--- config.mk ---
export PLATFORM = sky130hd
export DESIGN_NAME = sdb_core
export DESIGN_NICKNAME = d
export VERILOG_FILES = /design/src/shared/sdb_pkg.sv /design/src/sdb_fifo.sv /design/src/sdb_core.sv
export SDC_FILE = /design/constraint.sdc
export NUM_CORES = 1
export LEC_CHECK = 0
export ABC_CLOCK_PERIOD_IN_PS = 2600
export BUFFER_PORTS_ARGS = -buffer_cell sky130_fd_sc_hd__buf_2
export CORE_MARGIN = 5
export CORE_UTILIZATION = 45
export DETAILED_ROUTE_END_ITERATION = 10
export HOLD_SLACK_MARGIN = 0.12
export PLACE_DENSITY = 0.65
export RECOVER_POWER = 100
export SLEW_MARGIN = 20
export SYNTH_ARGS = -nofsm -noshare
export SYNTH_HDL_FRONTEND = slang
export SYNTH_SLANG_ARGS = --single-unit
export TNS_END_PERCENT = 30
--- constraint.sdc ---
create_clock -name core_clk_i -period 2.6 [get_ports core_clk_i]
set_clock_uncertainty 0.1 [all_clocks]
set_input_delay 0.26 -clock core_clk_i [delete_from_list [all_inputs] [get_ports core_clk_i]]
set_output_delay 0.26 -clock core_clk_i [all_outputs]
set_load 0.02 [all_outputs]
--- src/shared/sdb_pkg.sv ---
// Package with register map, field layout, reset values and types for the serial data buffer and baud generator
package sdb_pkg;
    // Register offsets on the plain register port
    localparam logic [7:0] SDB_DATA_OFS = 8'h18;
    localparam logic [7:0] SDB_BAUD_OFS = 8'h19;
    localparam logic [7:0] SDB_STAT_OFS = 8'h1a;
    // Baud select field positions
    localparam int SDB_RATE_LSB = 0;
    localparam int SDB_PRE_LSB = 4;
    localparam logic [7:0] SDB_BAUD_RST = 8'h00;
    // Status field positions
    localparam int SDB_STAT_TXE = 7;
    localparam int SDB_STAT_RXF = 5;
    // Fixed divide by 64 per bit, sampling tick at 16x bit rate
    localparam logic [5:0] SDB_BIT_DIV = 6'h3f;
    localparam logic [1:0] SDB_TICK_PER_BIT = 2'h3;
    localparam int SDB_FIFO_DEPTH = 8;

    typedef struct packed {
        logic [1:0] pre;
        logic [2:0] rate;
    } sdb_baud_t;

    typedef struct packed {
        logic [7:0] addr;
        logic [7:0] wdata;
        logic wr;
        logic rd;
    } sdb_bus_t;

    typedef enum logic [2:0] {
        SDB_ST_IDLE = 3'h1,
        SDB_ST_ARM = 3'h2,
        SDB_ST_HOLD = 3'h4
    } sdb_arm_t;
endpackage

--- src/sdb_fifo.sv ---
// Synchronous FIFO carrying transmit bytes toward the shift register
`timescale 1ns/1ps
module sdb_fifo
    import sdb_pkg::*;
#(
    parameter int WIDTH = 8,
    parameter int DEPTH = SDB_FIFO_DEPTH
) (
    input wire logic core_clk_i,
    input wire logic rst_b_i,
    input wire logic in_valid_i,
    output logic in_ready_o,
    input wire logic [WIDTH-1:0] in_data_i,
    output logic out_valid_o,
    input wire logic out_ready_i,
    output logic [WIDTH-1:0] out_data_o
);
    localparam int AW = $clog2(DEPTH);
    logic [WIDTH-1:0] mem [DEPTH];
    logic [AW:0] wptr_r;
    logic [AW:0] rptr_r;
    wire logic push = in_valid_i && in_ready_o;
    wire logic pop = out_valid_o && out_ready_i;

    // Full when pointers differ only in the wrap bit
    assign in_ready_o = !((wptr_r[AW] != rptr_r[AW]) && (wptr_r[AW-1:0] == rptr_r[AW-1:0]));
    assign out_valid_o = (wptr_r != rptr_r);
    assign out_data_o = mem[rptr_r[AW-1:0]];

    // Storage has no reset, only the pointers do
    always_ff @(posedge core_clk_i) begin
        if (push) begin
            mem[wptr_r[AW-1:0]] <= in_data_i;
        end
    end

    always_ff @(posedge core_clk_i or negedge rst_b_i) begin
        if (!rst_b_i) begin
            wptr_r <= '0;
            rptr_r <= '0;
        end else begin
            wptr_r <= wptr_r + (AW+1)'(push);
            rptr_r <= rptr_r + (AW+1)'(pop);
        end
    end
endmodule

--- src/sdb_core.sv ---
// Serial data buffer with flag handshakes and two-stage baud rate generator
//
// The address-and-strobe port was decided locally.
`timescale 1ns/1ps
// Overview of operation
// - Reads give received byte, writes queue transmit
// - Reset leaves receive buffer contents alone
// - One baud setting drives receiver and transmitter
// - Prescale code picks divisor 1,3,4,13
// - Rate code n picks divisor two^n
// - Bit rate is source over 64*PD*BD
// - Source is bus clock or crystal reference
// - Reset clears prescale and rate codes
// - Status read then data write clears tx-empty
// - Status read then data read clears rx-full
module sdb_core
    import sdb_pkg::*;
#(
    parameter int FIFO_DEPTH = SDB_FIFO_DEPTH
) (
    input wire logic core_clk_i,
    input wire logic rst_b_i,
    input wire logic [7:0] reg_addr_i,
    input wire logic [7:0] reg_wdata_i,
    input wire logic reg_wr_i,
    input wire logic reg_rd_i,
    output logic [7:0] reg_rdata_o,
    input wire logic baud_clock_source_sel_i,
    input wire logic crystal_ref_clock_i,
    input wire logic rx_valid_i,
    input wire logic [7:0] rx_data_i,
    output logic tx_valid_o,
    input wire logic tx_ready_i,
    output logic [7:0] tx_data_o,
    output logic tx_accept_o,
    output logic bit_tick_o,
    output logic sample_tick_o
);
    // Register map on the plain port
    //   0x18 data buffer: a read gives the last received byte, a write
    //        queues a byte for transmission; the two directions are
    //        separate storage, so a read never returns what was written
    //   0x19 baud select: bits 5:4 prescale code, bits 2:0 rate code
    //   0x1a status: bit 7 transmit empty, bit 5 receive full
    // Every other address reads as zero and ignores writes.
    // Read data stands for exactly one cycle after the read strobe and is
    // zero at all other times, so several slaves can share an OR-ed bus.
    // Software must treat the data buffer as read-only or write-only per
    // access: a read consumes a character and a write queues one.

    // Bus request and configuration
    sdb_bus_t bus;
    sdb_baud_t baud_r;
    // Data path, handshake and divider counter state
    logic [7:0] rx_buf_r;
    logic [7:0] reg_rdata_r;
    logic tx_empty_flag_r;
    logic rx_full_flag_r;
    sdb_arm_t tx_arm_r;
    sdb_arm_t rx_arm_r;
    logic [3:0] pre_cnt_r;
    logic [6:0] rate_cnt_r;
    logic [5:0] bit_cnt_r;
    // Divider chain state
    logic xref_q_r;
    logic bit_tick_r;
    logic sample_tick_r;

    // Prescaler divisor minus one, per prescale code
    function automatic logic [3:0] pre_last(input logic [1:0] code);
        case (code)
            2'h0: pre_last = 4'h0;
            2'h1: pre_last = 4'h2;
            2'h2: pre_last = 4'h3;
            2'h3: pre_last = 4'hc;
            default: pre_last = 4'h0;
        endcase
    endfunction

    // Baud divisor minus one, two to the power of the code
    function automatic logic [6:0] rate_last(input logic [2:0] code);
        rate_last = 7'((8'h01 << code) - 8'h01);
    endfunction

    assign bus = '{addr: reg_addr_i, wdata: reg_wdata_i, wr: reg_wr_i, rd: reg_rd_i};

    // Address decode
    wire logic hit_data = (bus.addr == SDB_DATA_OFS);
    wire logic hit_baud = (bus.addr == SDB_BAUD_OFS);
    wire logic hit_stat = (bus.addr == SDB_STAT_OFS);
    wire logic data_wr = bus.wr && hit_data;
    wire logic data_rd = bus.rd && hit_data;
    wire logic stat_rd = bus.rd && hit_stat;
    wire logic baud_wr = bus.wr && hit_baud;

    // Transmit path: bytes written to the buffer go into the FIFO.
    // A write while the FIFO is full is dropped; software is expected to
    // watch the transmit-empty flag or the accept output before writing.
    // The FIFO lets software queue several bytes while the shifter is busy,
    // at the cost of the flag meaning "room and nothing waiting".
    wire logic fifo_in_ready;
    wire logic tx_push = data_wr && fifo_in_ready;
    assign tx_accept_o = fifo_in_ready;

    sdb_fifo #(
        .WIDTH(8),
        .DEPTH(FIFO_DEPTH)
    ) u_tx_fifo (
        .core_clk_i(core_clk_i),
        .rst_b_i(rst_b_i),
        .in_valid_i(tx_push),
        .in_ready_o(fifo_in_ready),
        .in_data_i(bus.wdata),
        .out_valid_o(tx_valid_o),
        .out_ready_i(tx_ready_i),
        .out_data_o(tx_data_o)
    );

    // Status word and read mux
    wire logic [7:0] stat_word = 8'((tx_empty_flag_r << SDB_STAT_TXE) | (rx_full_flag_r << SDB_STAT_RXF));
    wire logic [7:0] baud_word = 8'((baud_r.pre << SDB_PRE_LSB) | (baud_r.rate << SDB_RATE_LSB));
    // Each register selected by its own hit, then gated by the strobe,
    // so idle cycles and unmapped addresses read zero
    wire logic [7:0] rd_sel_data = hit_data ? rx_buf_r : 8'h00;
    wire logic [7:0] rd_sel_baud = hit_baud ? baud_word : 8'h00;
    wire logic [7:0] rd_sel_stat = hit_stat ? stat_word : 8'h00;
    wire logic [7:0] rd_sel_any = rd_sel_data | rd_sel_baud | rd_sel_stat;
    wire logic [7:0] rdata_nxt = bus.rd ? rd_sel_any : 8'h00;
    assign reg_rdata_o = reg_rdata_r;

    // Read data stands one cycle after the strobe
    always_ff @(posedge core_clk_i or negedge rst_b_i) begin
        if (!rst_b_i) begin
            reg_rdata_r <= 8'h00;
        end else begin
            reg_rdata_r <= rdata_nxt;
        end
    end

    // Receive buffer has no reset so its content survives one.
    // Until the first byte arrives a read of it returns an undefined value,
    // which software must not rely on.
    always_ff @(posedge core_clk_i) begin
        if (rx_valid_i) begin
            rx_buf_r <= rx_data_i;
        end
    end

    // Written baud setting, unpacked through the field positions
    wire sdb_baud_t baud_nxt = '{pre: bus.wdata[SDB_PRE_LSB +: 2], rate: bus.wdata[SDB_RATE_LSB +: 3]};

    // Baud select register: one setting for both directions; the reset
    // value goes through the same field positions as a written one
    always_ff @(posedge core_clk_i or negedge rst_b_i) begin
        if (!rst_b_i) begin
            baud_r <= '{pre: SDB_BAUD_RST[SDB_PRE_LSB +: 2], rate: SDB_BAUD_RST[SDB_RATE_LSB +: 3]};
        end else if (baud_wr) begin
            baud_r <= baud_nxt;
        end
    end

    // Clearing handshakes for both flags. A status read with the flag set
    // arms the clear and the matching data access then performs it. A later
    // status read while the flag is clear disarms, so a stale arm cannot
    // clear a flag that was set afterwards. Any matching data access uses
    // up the arm, so one status read never clears two characters.
    // Software latency between the two accesses is harmless: the arm waits.
    wire logic tx_room = fifo_in_ready;
    wire logic tx_set = tx_room; // Set term follows room in the transmit FIFO
    wire logic tx_clear = data_wr && (tx_arm_r == SDB_ST_ARM);
    wire logic rx_clear = data_rd && (rx_arm_r == SDB_ST_ARM);

    function automatic sdb_arm_t arm_next(input sdb_arm_t cur, input logic flag, input logic srd,
                                          input logic done);
        case (cur)
            SDB_ST_IDLE: arm_next = (srd && flag) ? SDB_ST_ARM : SDB_ST_IDLE;
            SDB_ST_ARM: arm_next = done ? SDB_ST_IDLE : (srd && !flag) ? SDB_ST_IDLE : SDB_ST_ARM;
            SDB_ST_HOLD: arm_next = SDB_ST_IDLE;
            default: arm_next = SDB_ST_IDLE;
        endcase
    endfunction

    // Handshake state for both flags
    always_ff @(posedge core_clk_i or negedge rst_b_i) begin
        if (!rst_b_i) begin
            tx_arm_r <= SDB_ST_IDLE;
            rx_arm_r <= SDB_ST_IDLE;
        end else begin
            tx_arm_r <= arm_next(tx_arm_r, tx_empty_flag_r, stat_rd, data_wr);
            rx_arm_r <= arm_next(rx_arm_r, rx_full_flag_r, stat_rd, data_rd);
        end
    end

    // Transmit-empty flag: set on reset; cleared by the sequence (clear wins
    // over set), then set again once the FIFO has room and no byte is waiting
    always_ff @(posedge core_clk_i or negedge rst_b_i) begin
        if (!rst_b_i) begin
            tx_empty_flag_r <= 1'b1;
        end else if (tx_clear) begin
            tx_empty_flag_r <= 1'b0;
        end else if (tx_set && !tx_empty_flag_r && tx_valid_o == 1'b0) begin
            tx_empty_flag_r <= 1'b1;
        end
    end

    // Receive-full flag: new byte wins over the clear
    always_ff @(posedge core_clk_i or negedge rst_b_i) begin
        if (!rst_b_i) begin
            rx_full_flag_r <= 1'b0;
        end else if (rx_valid_i) begin
            rx_full_flag_r <= 1'b1;
        end else if (rx_clear) begin
            rx_full_flag_r <= 1'b0;
        end
    end

    // Divider chain overview
    //   source enable -> prescaler (1, 3, 4 or 13)
    //                 -> rate stage (1 to 128, powers of two)
    //                 -> bit phase (fixed 64 per bit)
    // Each stage counts only when the stage before it wraps, so the whole
    // chain advances on core clock edges and no derived clock is made.
    // Receiver and transmitter both take their timing from this one chain;
    // there is deliberately no second divider for either direction.
    // The sample tick falls on every fourth rate wrap, sixteen per bit,
    // and the bit tick on the last of the 64 rate wraps of a bit.

    // Source select: the crystal reference is sampled as a level and each
    // rising edge gives a one-cycle enable. Everything stays in the core
    // clock domain; the limitation is that the reference must run below
    // half the core clock, or edges are lost.
    wire logic xref_rise = crystal_ref_clock_i && !xref_q_r;
    wire logic src_en = baud_clock_source_sel_i ? xref_rise : 1'b1;

    // Last count of each stage, decoded from the shared setting
    wire logic [3:0] pre_end = pre_last(baud_r.pre);
    wire logic [6:0] rate_end = rate_last(baud_r.rate);

    // Greater-or-equal rather than equal: when software lowers a divisor
    // mid-count the stage wraps at once instead of running round its range
    wire logic pre_wrap = src_en && (pre_cnt_r >= pre_end);
    wire logic rate_wrap = pre_wrap && (rate_cnt_r >= rate_end);
    wire logic bit_wrap = rate_wrap && (bit_cnt_r == SDB_BIT_DIV);
    wire logic sample_hit = rate_wrap && (bit_cnt_r[1:0] == SDB_TICK_PER_BIT);

    // Next values of the three stages
    wire logic [3:0] pre_cnt_nxt = pre_wrap ? 4'h0 : pre_cnt_r + 4'h1;
    wire logic [6:0] rate_cnt_nxt = rate_wrap ? 7'h00 : rate_cnt_r + 7'h01;
    wire logic [5:0] bit_cnt_nxt = bit_cnt_r + 6'h01; // Wraps by itself at 64

    // Reference edge detector; resets low, so a reference that is high
    // when reset ends gives one edge at once
    always_ff @(posedge core_clk_i or negedge rst_b_i) begin
        if (!rst_b_i) begin
            xref_q_r <= 1'b0;
        end else begin
            xref_q_r <= crystal_ref_clock_i;
        end
    end

    // Prescaler stage
    always_ff @(posedge core_clk_i or negedge rst_b_i) begin
        if (!rst_b_i) begin
            pre_cnt_r <= 4'h0;
        end else if (src_en) begin
            pre_cnt_r <= pre_cnt_nxt;
        end
    end

    // Rate stage
    always_ff @(posedge core_clk_i or negedge rst_b_i) begin
        if (!rst_b_i) begin
            rate_cnt_r <= 7'h00;
        end else if (pre_wrap) begin
            rate_cnt_r <= rate_cnt_nxt;
        end
    end

    // Bit phase, shared by receiver and transmitter
    always_ff @(posedge core_clk_i or negedge rst_b_i) begin
        if (!rst_b_i) begin
            bit_cnt_r <= 6'h00;
        end else if (rate_wrap) begin
            bit_cnt_r <= bit_cnt_nxt;
        end
    end

    // Ticks are registered so both leave the block free of glitches
    always_ff @(posedge core_clk_i or negedge rst_b_i) begin
        if (!rst_b_i) begin
            bit_tick_r <= 1'b0;
            sample_tick_r <= 1'b0;
        end else begin
            bit_tick_r <= bit_wrap;
            sample_tick_r <= sample_hit;
        end
    end

    assign bit_tick_o = bit_tick_r;
    assign sample_tick_o = sample_tick_r;
endmodule

# Yosys cells after proc, flatten, opt, wreduce, memory -nomap -nowiden
# Memory sizes are Yosys's and may differ from the RTL's.
# Index checks and enable logic that the tools add are counted.
[totals]
regBits = 57
ramBits = 64
input_bits = 32
elab_cells = 96
n_memories = 1
[op_classes]
add_sub_neg = 6
magnitude_cmp = 2
eq_ne = 15
n_shift = 1
n_mux = 22
bitwise = 5
n_reduce_logical = 28
[memory_table]
columns = ["memory", "words", "width", "rd", "rd_ports_with_merged_regs", "wr", "line_no", "text"]
rows = [
  ["u_tx_fifo.mem", 8, 8, 1, 0, 1, "sdb_fifo.sv:19", "logic [WIDTH-1:0] mem [DEPTH];"],
]
[op_table]
columns = ["cell", "count"]
rows = [
  ["8-bit by 5-bit equality test with 1-bit output (second input constant)", 3],
  ["8-bit two-way mux", 3],
  ["1-bit logical AND", 21],
  ["8-bit by 6-bit bitwise OR with 8-bit output", 2],
  ["4-bit one-hot mux with 4 select lines", 1],
  ["2-bit two-way mux", 6],
  ["4-bit by 1-bit adder with 4-bit output", 2],
  ["8-bit bitwise OR", 1],
  ["7-bit by 1-bit adder with 7-bit output (second input constant)", 1],
  ["7-bit greater-or-equal comparator", 1],
  ["1-bit two-way mux", 7],
  ["7-bit two-way mux", 1],
  ["1-bit by 3-bit left shift with 7-bit output (first input constant)", 1],
  ["7-bit by 1-bit subtractor with 7-bit output (second input constant)", 1],
  ["6-bit by 1-bit adder with 6-bit output (second input constant)", 1],
  ["2-bit equality test (second input constant)", 3],
  ["3-bit by 1-bit equality test with 1-bit output (second input constant)", 2],
  ["3-bit by 2-bit equality test with 1-bit output (second input constant)", 2],
  ["6-bit equality test (second input constant)", 1],
  ["6-bit two-way mux", 1],
  ["6-bit by 3-bit bitwise OR with 6-bit output", 1],
  ["3-bit one-hot mux with 2 select lines", 1],
  ["4-bit by 1-bit adder with 4-bit output (second input constant)", 1],
  ["4-bit greater-or-equal comparator", 1],
  ["other kinds (10)", 14],
]

# Depth between registers and ports, before layout
# Gate-level depths: netlist of the first run.
[logic_depth]
word_depth = 7
mapped_depth = 9

# By module
# From an unflattened synthesis of the first run, not the netlist that was laid out.
[hier_totals]
hier_cells = 330
hier_area_um2 = 5323.9
[modules_own_cells]
columns = ["module", "instances", "cells_per_inst", "area_per_inst_um2", "seq_area_each_um2"]
rows = [
  ["sdb_fifo", 1, 133, 2930.3, 2122.0],
  ["sdb_core", 1, 197, 2393.5, 1219.9],
]

# Worst setup path before layout of the first run
# OpenSTA, ideal clock, no wires.
[synth_timing]
kind = "register -> register"
from = "register baud_r[2] (netlist name)"
to = "register bit_cnt_r[1]"
arrival_ps = 2121
slack_ps = 251
path_stages_with_launch = 10
path_cell_list = "dfrtp_1 > clkbuf_1 > or3_1 > ha_1 > nand2b_1 > a211oi_1 > o21ai_1 > buf_4 > nand2_1 > mux2_1"
[synth_via]
elab_chain_cells = 4
[synth_lines]
columns = ["element", "line_no", "text"]
rows = [
  ["from (decl)", "sdb_core.sv:53", "sdb_baud_t baud_r;"],
  ["from (signal assigned)", "sdb_core.sv:156", "baud_r <= '{pre: SDB_BAUD_RST[SDB_PRE_LSB +: 2], rate: SDB_BAUD_RST[SDB_RATE_LSB +: 3]};"],
  ["from (signal assigned)", "sdb_core.sv:158", "baud_r <= baud_nxt;"],
  ["1-bit by 3-bit left shift with 7-bit output", "sdb_core.sv:82", "rate_last = 7'((8'h01 << code) - 8'h01);"],
  ["7-bit by 1-bit subtractor with 7-bit output", "sdb_core.sv:82", ""],
  ["7-bit greater-or-equal comparator", "sdb_core.sv:242", "wire logic rate_wrap = pre_wrap && (rate_cnt_r >= rate_end);"],
  ["1-bit logical AND", "sdb_core.sv:242", ""],
  ["to (signal assigned)", "sdb_core.sv:284", "bit_cnt_r <= bit_cnt_nxt;"],
  ["to (decl)", "sdb_core.sv:63", "logic [5:0] bit_cnt_r;"],
]
# Every way passes these cells.
# A chain may end at the register's enable or synchronous reset.

# Worst setup path in the final report of the first run
[layout_timing]
from = "register u_tx_fifo.rptr_r[0]"
to = "output tx_data_o[4]"
[layout_via]
elab_chain_cells = 1
[layout_lines]
columns = ["element", "line_no", "text"]
rows = [
  ["from (decl)", "sdb_fifo.sv:21", "logic [AW:0] rptr_r;"],
  ["from (signal assigned)", "sdb_fifo.sv:43", "rptr_r <= rptr_r + (AW+1)'(pop);"],
  ["memory read 8 x 8 bit", "--", ""],
  ["to (decl)", "sdb_core.sv:34", "output logic [7:0] tx_data_o,"],
]
# Every way passes these cells.

==> out/qor.csv, run 1 <==
stage,metric,value,unit
sta,Max-slew headroom,8.03,%
power_and_ir_drop,internal cell power,0.00422,W
floorplanning,die area,14000,µm²
global_routing,first-pass GRT wire length,16.6,mm
setup_path,Critical Path End Type,output port,
sta,endpoints failing setup,0,
setup_path,WP data arrival,2.07,ns
synthesis,post-synthesis mux area share,11.2,%
setup_path,CP required,2.24,ns
global_routing,largest net degree at the start of global routing,26,
worst_hold_path,Hold Path Depth,4,
clocking,"CTS clk-pin slew, worst paths",0.05,ns
clocking,Clock Path Buffers,2,
job,number of max-cap violations,0,
global_routing,Total Routing Usage GR,15.4,%
route,DR vias/cell,5.23,
setup_path,crit-path max FO,16,
final_layout,share of layout cells above drive strength 1,17.9,%
sta,Hold Slack,0.173,ns
setup_path,worst setup path class,flop to output port,
synthesis,synth warn,0,
floorplanning,Chip Width,118,µm
synthesis,"EDFF count, synth",72,
setup_path,r2r setup slk,0.18,ns
floorplanning,Die H,118,µm
synthesis,fraction of registers with async set/reset,39.5,%
floorplanning,initial core utilization,46.0,%
setup_path,Critical path origin,u_tx_fifo.rptr_r[0],
power_and_ir_drop,NetSw,0.00150,W
synthesis,largest family of logic cells by synthesized area,multiplexers,
setup_path,Setup crit start kind,flop,
global_routing,initial antenna violation count,0,
power_and_ir_drop,Reg power frac,39.1,%
floorplanning,core area,11500,µm²
placement,pre-CTS setup slack,-0.0172,ns
sta,minimum clock period,2.43,ns
worst_hold_path,hold worst-path end,rx_arm_r[1],
final_layout,final core occ,56.1,%
synthesis,Post-Synth Adder-Cell Area,5.69,%
power_and_ir_drop,Max VDD drop,0.000619,V
placement,PortBufs,51,
power_and_ir_drop,total leakage power,2.62,nW
power_and_ir_drop,Sw Ratio,26.3,%
synthesis,"Seq/Total Area, Yosys",63.4,%
sta,Setup WS post-layout,0.169,ns
sta,Tcrit/Tclk final,93.5,%
synthesis,Synth top area share,41.0,%
sta,fin. max-slew vios,0,
power_and_ir_drop,Comb pwr share,21.5,%
final_layout,"Area growth, synth to finish",22.1,%
sta,measured slew at the worst slew-check pin,1.38,ns
setup_path,Worst R2R End,rate_cnt_r[0],
setup_path,reg2reg start,baud_r[3],
synthesis,"count leader, synth",edfxtp_1,
clocking,later-pin clock latency in the skew report,0.41,ns
route,DR WL/cell,17.2,µm
global_routing,vias in the first global route,3252,
placement,Final HPWL DP,6.69,mm
status,status,"finished, final reports clean",
route,antenna-violating nets left,0,
power_and_ir_drop,Clock Power Share,39.4,%
clocking,clock root buffer,clkbuf_16,
final_layout,nets@finish,485,
synthesis,largest cells by area after synthesis,"edfxtp_1, dfrtp_1, mux4_1",
sta,FMAX,0.411,GHz
floorplanning,Site Rows,39,
setup_path,Worst R2R Path Depth,9,
route,total number of vias,3059,
final_layout,n_diodes,0,
route,DRC,0,
route,routed wire length,10.1,mm
synthesis,net count after synthesis,384,
worst_hold_path,Hold Path Class,input port to flop,
sta,RSZ-0062 raised after global routing,false,
synthesis,post-synthesis compound-gate area fraction,5.39,%
synthesis,post-synthesis simple-gate area fraction,9.63,%
synthesis,leading area contributor after synthesis,edfxtp_1,
global_routing,"Remaining Overflow, GRT",0,
clocking,Clock Sinks,119,
synthesis,top post-synthesis cells by count,"edfxtp_1, dfrtp_1, ha_1",
synthesis,synthesized cell area,5270,µm²
synthesis,Gate Count Post-Synth,328,
route,Pre-Repair DR Iteration Count,5,
clocking,number of CTS-inserted buffers,17,
placement,gp weighted congestion,0.745,
clocking,H-Tree Depth,4,
synthesis,"Distinct cells, synth",49,
synthesis,Main synth FF type,edfxtp_1,
power_and_ir_drop,PwrDens,888,nW/µm²
synthesis,Synth Register Bits,119,
synthesis,Synth Area in XOR/XNOR,2.49,%
synthesis,syn_area_per_cell,16.1,µm²
power_and_ir_drop,Total Power,0.00572,W
floorplanning,I/O Pins,52,
sta,"Hold Violations, Final",0,
worst_hold_path,min-delay src,reg_addr_i[1],
route,violation count after the first detailed-route iteration,148,
clocking,TritonCTS clock tree,yes,
==> metal layers <==
metal  part of all wire [%]  track usage, %  vias to the layer above
li1                       -               -                     1477
met1                     45            19.8                     1507
met2                     49            24.3                       65
met3                    4.1            5.64                       10
met4                    1.3            5.38                        0
met5                      0               0                        -
==> sequential cells by signal (all words and copies together), names as in the netlist, 4 cells and up <==
signal / count
reg_rdata_o: 8
pre_cnt_r: 4
u_tx_fifo.wptr_r: 4
rx_buf_r: 8
bit_cnt_r: 6
rate_cnt_r: 7
u_tx_fifo.mem: 64
baud_r: 5
u_tx_fifo.rptr_r: 4
==> critical path: stages (launching register included) <==
cell and delay (ns):
dfrtp_1 0.43, buf_12 0.20, mux4_1 0.56, mux2_2 0.29, clkbuf_1 0.18
==> power by group through the flow <==
stage                     combinational [W]  clock, W  sequential (W)
after floorplan                    0.000935         0         0.00225
after global placement              0.00122         0         0.00226
after detailed placement            0.00125         0         0.00227
after CTS                           0.00129   0.00230         0.00223
after global routing                0.00135   0.00239         0.00225
final                               0.00123   0.00225         0.00223
==> per-stage QoR <==
stage	instances	area (µm²)	TNS [ns]
floorplan	328	5270	0
global placement	532	5800	0
detailed placement	532	5800	-0.0172
CTS	585	6580	0
global route	585	6440	0
finish	585	6440	0
==> cell type report <==
cell class	instances	area (µm²)
Inverter	12	45.0
Clock buffer	20	437
Timing Repair Buffer	92	541
Tap cell	143	179
Fill cell	934	5030
Clock inverter	12	134
Multi-Input combinational cell	187	1760
Sequential cell	119	3340
==> worst max-delay path by stage <==
stage | depth (start not counted) | end
3_3_place_gp | 7 | bit_cnt_r[1]
5_1_grt | 9 | rate_cnt_r[0]
4_1_cts | 4 | tx_data_o[2]
2_1_floorplan | 9 | bit_cnt_r[1]
6_report | 4 | tx_data_o[4]
3_5_place_dp | 7 | bit_cnt_r[1]
==> cell usage in the layout (no fill, tap or decap), drive strengths merged, types with 5 or more instances in the layout <==
cell,count
nor3,6
dlygate4sd3,21
ha,24
nor2,13
buf,26
dfrtp,44
nand2b,5
xnor2,9
edfxtp,72
mux2,15
clkbuf,65
o21ai,12
xor2,6
nand3,8
inv,12
nand2,14
clkinv,8
nor2b,8
mux4,16
a22o,10
and3,15
==> cell families (layout without fill, tap and decap cells) <==
kind of cell | Yosys count | in the layout
DFF | 119 | 119
and+or+nand+nor | 80 | 80
AOI/OAI and AO/OA | 37 | 37
muxes | 31 | 31
adders and majority gates | 24 | 24
buffers and inverters | 22 | 136
xor gates and xnor gates | 15 | 15
==> what timing repair did <==
item,4_1_cts,5_1_grt
endpoints found under the setup margin,1,0
hold buffers,21,0
endpoints found under the hold margin,109,0
resized for setup,1,0
setup buffers,0,0
Power figures use the tool's default switching activity.
==> run 2: changes to the inputs <==
Settings changed: CORE_MARGIN 5 to 3, REMOVE_ABC_BUFFERS from default to 1.
==> run 2 against run 1 <==
  * Global-route usage grew 0.72 points
  * Cell area shrank 0.23%
  * Fmax grew 0.21%
  * Register-to-register slack gained 0.02 ns
  * Combinational power is essentially flat
  * Worst hold slack lost 0.032 ns
  * Setup slack gained 0.0052 ns
  * Critical path depth is the same
  * Power shrank 0.97%
  * Largest cell class unchanged
==> out/qor.csv, run 2 (synthesis gave the netlist of run 1 again) <==
stage,metric,value,unit,change
floorplanning,Die H,114,µm,-3.4%
final_layout,"most common cell after layout, fill and taps aside",edfxtp_1,,
route,DR WL met3,437,µm,+6.3%
global_routing,initial antenna violation count,0,,unchanged
power_and_ir_drop,total leakage power,2.61,nW,-0.51%
clocking,TritonCTS clock tree,yes,,
job,number of max-cap violations,0,,unchanged
power_and_ir_drop,Max VDD drop,0.000482,V,-22%
floorplanning,core area,11100,µm²,-3.0%
route,antenna-violating nets left,0,,unchanged
clocking,Clock Sinks,119,,unchanged
final_layout,max reg flops,64,,unchanged
floorplanning,initial core utilization,47.4,%,+1.4 points
global_routing,largest net degree at the start of global routing,19,,-27%
sta,Hold Slack,0.140,ns,-0.0324 ns
setup_path,Critical Path End Type,output port,,
setup_path,WP data arrival,2.07,ns,about the same
clocking,"CTS clk-pin slew, worst paths",0.05,ns,about the same
sta,fin. max-slew vios,0,,unchanged
global_routing,Total Routing Usage GR,16.1,%,+0.72 points
route,M1 wire length,4.46,mm,-1.9%
route,routed wire length,9.80,mm,-2.5%
sta,minimum clock period,2.43,ns,-0.00517 ns
placement,gp weighted congestion,0.739,,-0.70%
setup_path,crit-path max FO,16,,unchanged
clocking,clock root buffer,clkbuf_16,,
floorplanning,Site Rows,38,,-2.6%
global_routing,first-pass GRT wire length,16.1,mm,-3.5%
route,DRC,0,,unchanged
status,status,"finished, final reports clean",,
global_routing,vias in the first global route,3179,,-2.2%
placement,Final HPWL DP,6.55,mm,-2.1%
floorplanning,die area,13100,µm²,-6.7%
setup_path,worst setup path class,flop to output port,,
worst_hold_path,Hold Path Class,input port to flop,,
floorplanning,I/O Pins,52,,unchanged
setup_path,Setup crit start kind,flop,,
route,Pre-Repair DR Iteration Count,4,,-1
setup_path,CP required,2.24,ns,about the same
final_layout,most frequent cells in the layout,"edfxtp_1, clkbuf_1, dfrtp_1",,
sta,FMAX,0.412,GHz,+0.21%
final_layout,"Area growth, synth to finish",21.8,%,
sta,Max-slew headroom,34.6,%,+27 points
clocking,later-pin clock latency in the skew report,0.40,ns,about the same
final_layout,share of layout cells above drive strength 1,18.4,%,+0.49 points
clocking,number of CTS-inserted buffers,17,,unchanged
route,total number of vias,3097,,+1.2%
final_layout,nets@finish,484,,-0.21%
global_routing,"Remaining Overflow, GRT",0,,unchanged
sta,total negative slack,0,ns,unchanged
sta,Tcrit/Tclk final,93.3,%,-0.20 points
power_and_ir_drop,PwrDens,882,nW/µm²,-0.74%
clocking,H-Tree Depth,4,,unchanged
route,uppermost routed layer,met4,,
route,DR WL/cell,16.9,µm,-1.9%
floorplanning,Chip Width,114,µm,-3.4%
clocking,Clock Path Buffers,2,,unchanged
route,violation count after the first detailed-route iteration,141,,-4.7%
route,DR vias/cell,5.33,,+1.9%
sta,measured slew at the worst slew-check pin,0.981,ns,-0.399 ns
route,Met2 Wirelength,4.79,mm,-3.5%
clocking,total setup buffers inserted after CTS,0,,unchanged
placement,PortBufs,51,,unchanged
sta,RSZ-0062 raised after global routing,false,,
sta,endpoints failing setup,0,,unchanged
final_layout,n_diodes,0,,unchanged
sta,"Hold Violations, Final",0,,unchanged
## run 2: cell types whose count changed in the layout (fill, tap and decap cells not counted), sizes merged
cell and delta:
buf +1, bufinv -1, clkinv -3, inv +1, dlygate4sd3 -1, clkinvlp +2
## run 2: area by class of cell
type	count	area [µm²]
fill	912	4700
sequential	119	3340
multi-input combinational	187	1760
timing repair buffer	91	534
clock buffer	21	440
tap	140	175
clock inverter	11	128
inverter	12	45.0
## run 2: report_power, final
part	total [W]	internal [W]	switching, W
Sequential	0.00224	0.00214	0.0000995
Clock	0.00220	0.00141	0.000791
Combinational	0.00122	0.000605	0.000619
Total	0.00566	0.00415	0.00151
## run 2: worst paths after layout
check	from	to	slack, ns	cells past startpoint
min in group asynchronous	rst_b_i	reg_rdata_o[6]	0.43	2
max in group asynchronous	rst_b_i	pre_cnt_r[0]	0.58	3
hold / removal	reg_wr_i	tx_empty_flag_r	0.14	4
hold reg to reg	bit_cnt_r[4]	bit_cnt_r[4]	0.37	1
setup reg to reg	baud_r[3]	bit_cnt_r[1]	0.20	9
setup / recovery	u_tx_fifo.rptr_r[0]	tx_data_o[6]	0.17	4
## run 2: repair_timing
item                       CTS  global route
setup endpoints to repair    0             3
hold endpoints to repair   127             0
hold buffers                20             0
gates resized for setup      0             1
## run 2: routing by layer
| layer | global-route usage, % | vias up |
|---|---|---|
| met4 | 4.43 | 0 |
| met2 | 25.8 | 79 |
| met3 | 5.29 | 11 |
| met5 | 0 | - |
| met1 | 21.3 | 1534 |
| li1 | - | 1473 |
## run 2: through the flow
stage | cells | setup slack, ns | instance area, µm² | power (W) | utilization (%)
5_1_grt | 581 | 0.0219 | 6420 | 0.00593 | 57.7
2_1_floorplan | 318 | 0.192 | 5200 | 0.00309 | -
4_1_cts | 581 | 0.154 | 6560 | 0.00575 | 59.0
3_5_place_dp | 529 | 0.220 | 5790 | 0.00352 | 52.1
6_report | 581 | 0.174 | 6420 | 0.00566 | 57.7
3_3_place_gp | 529 | 0.300 | 5790 | 0.00349 | 52.1
## run 2: worst max-delay path, cell delays in order, from the launching register on
cell and delay (ns):
dfrtp_1 0.44, buf_12 0.20, mux4_1 0.58, mux2_2 0.28
clkbuf_1 0.17
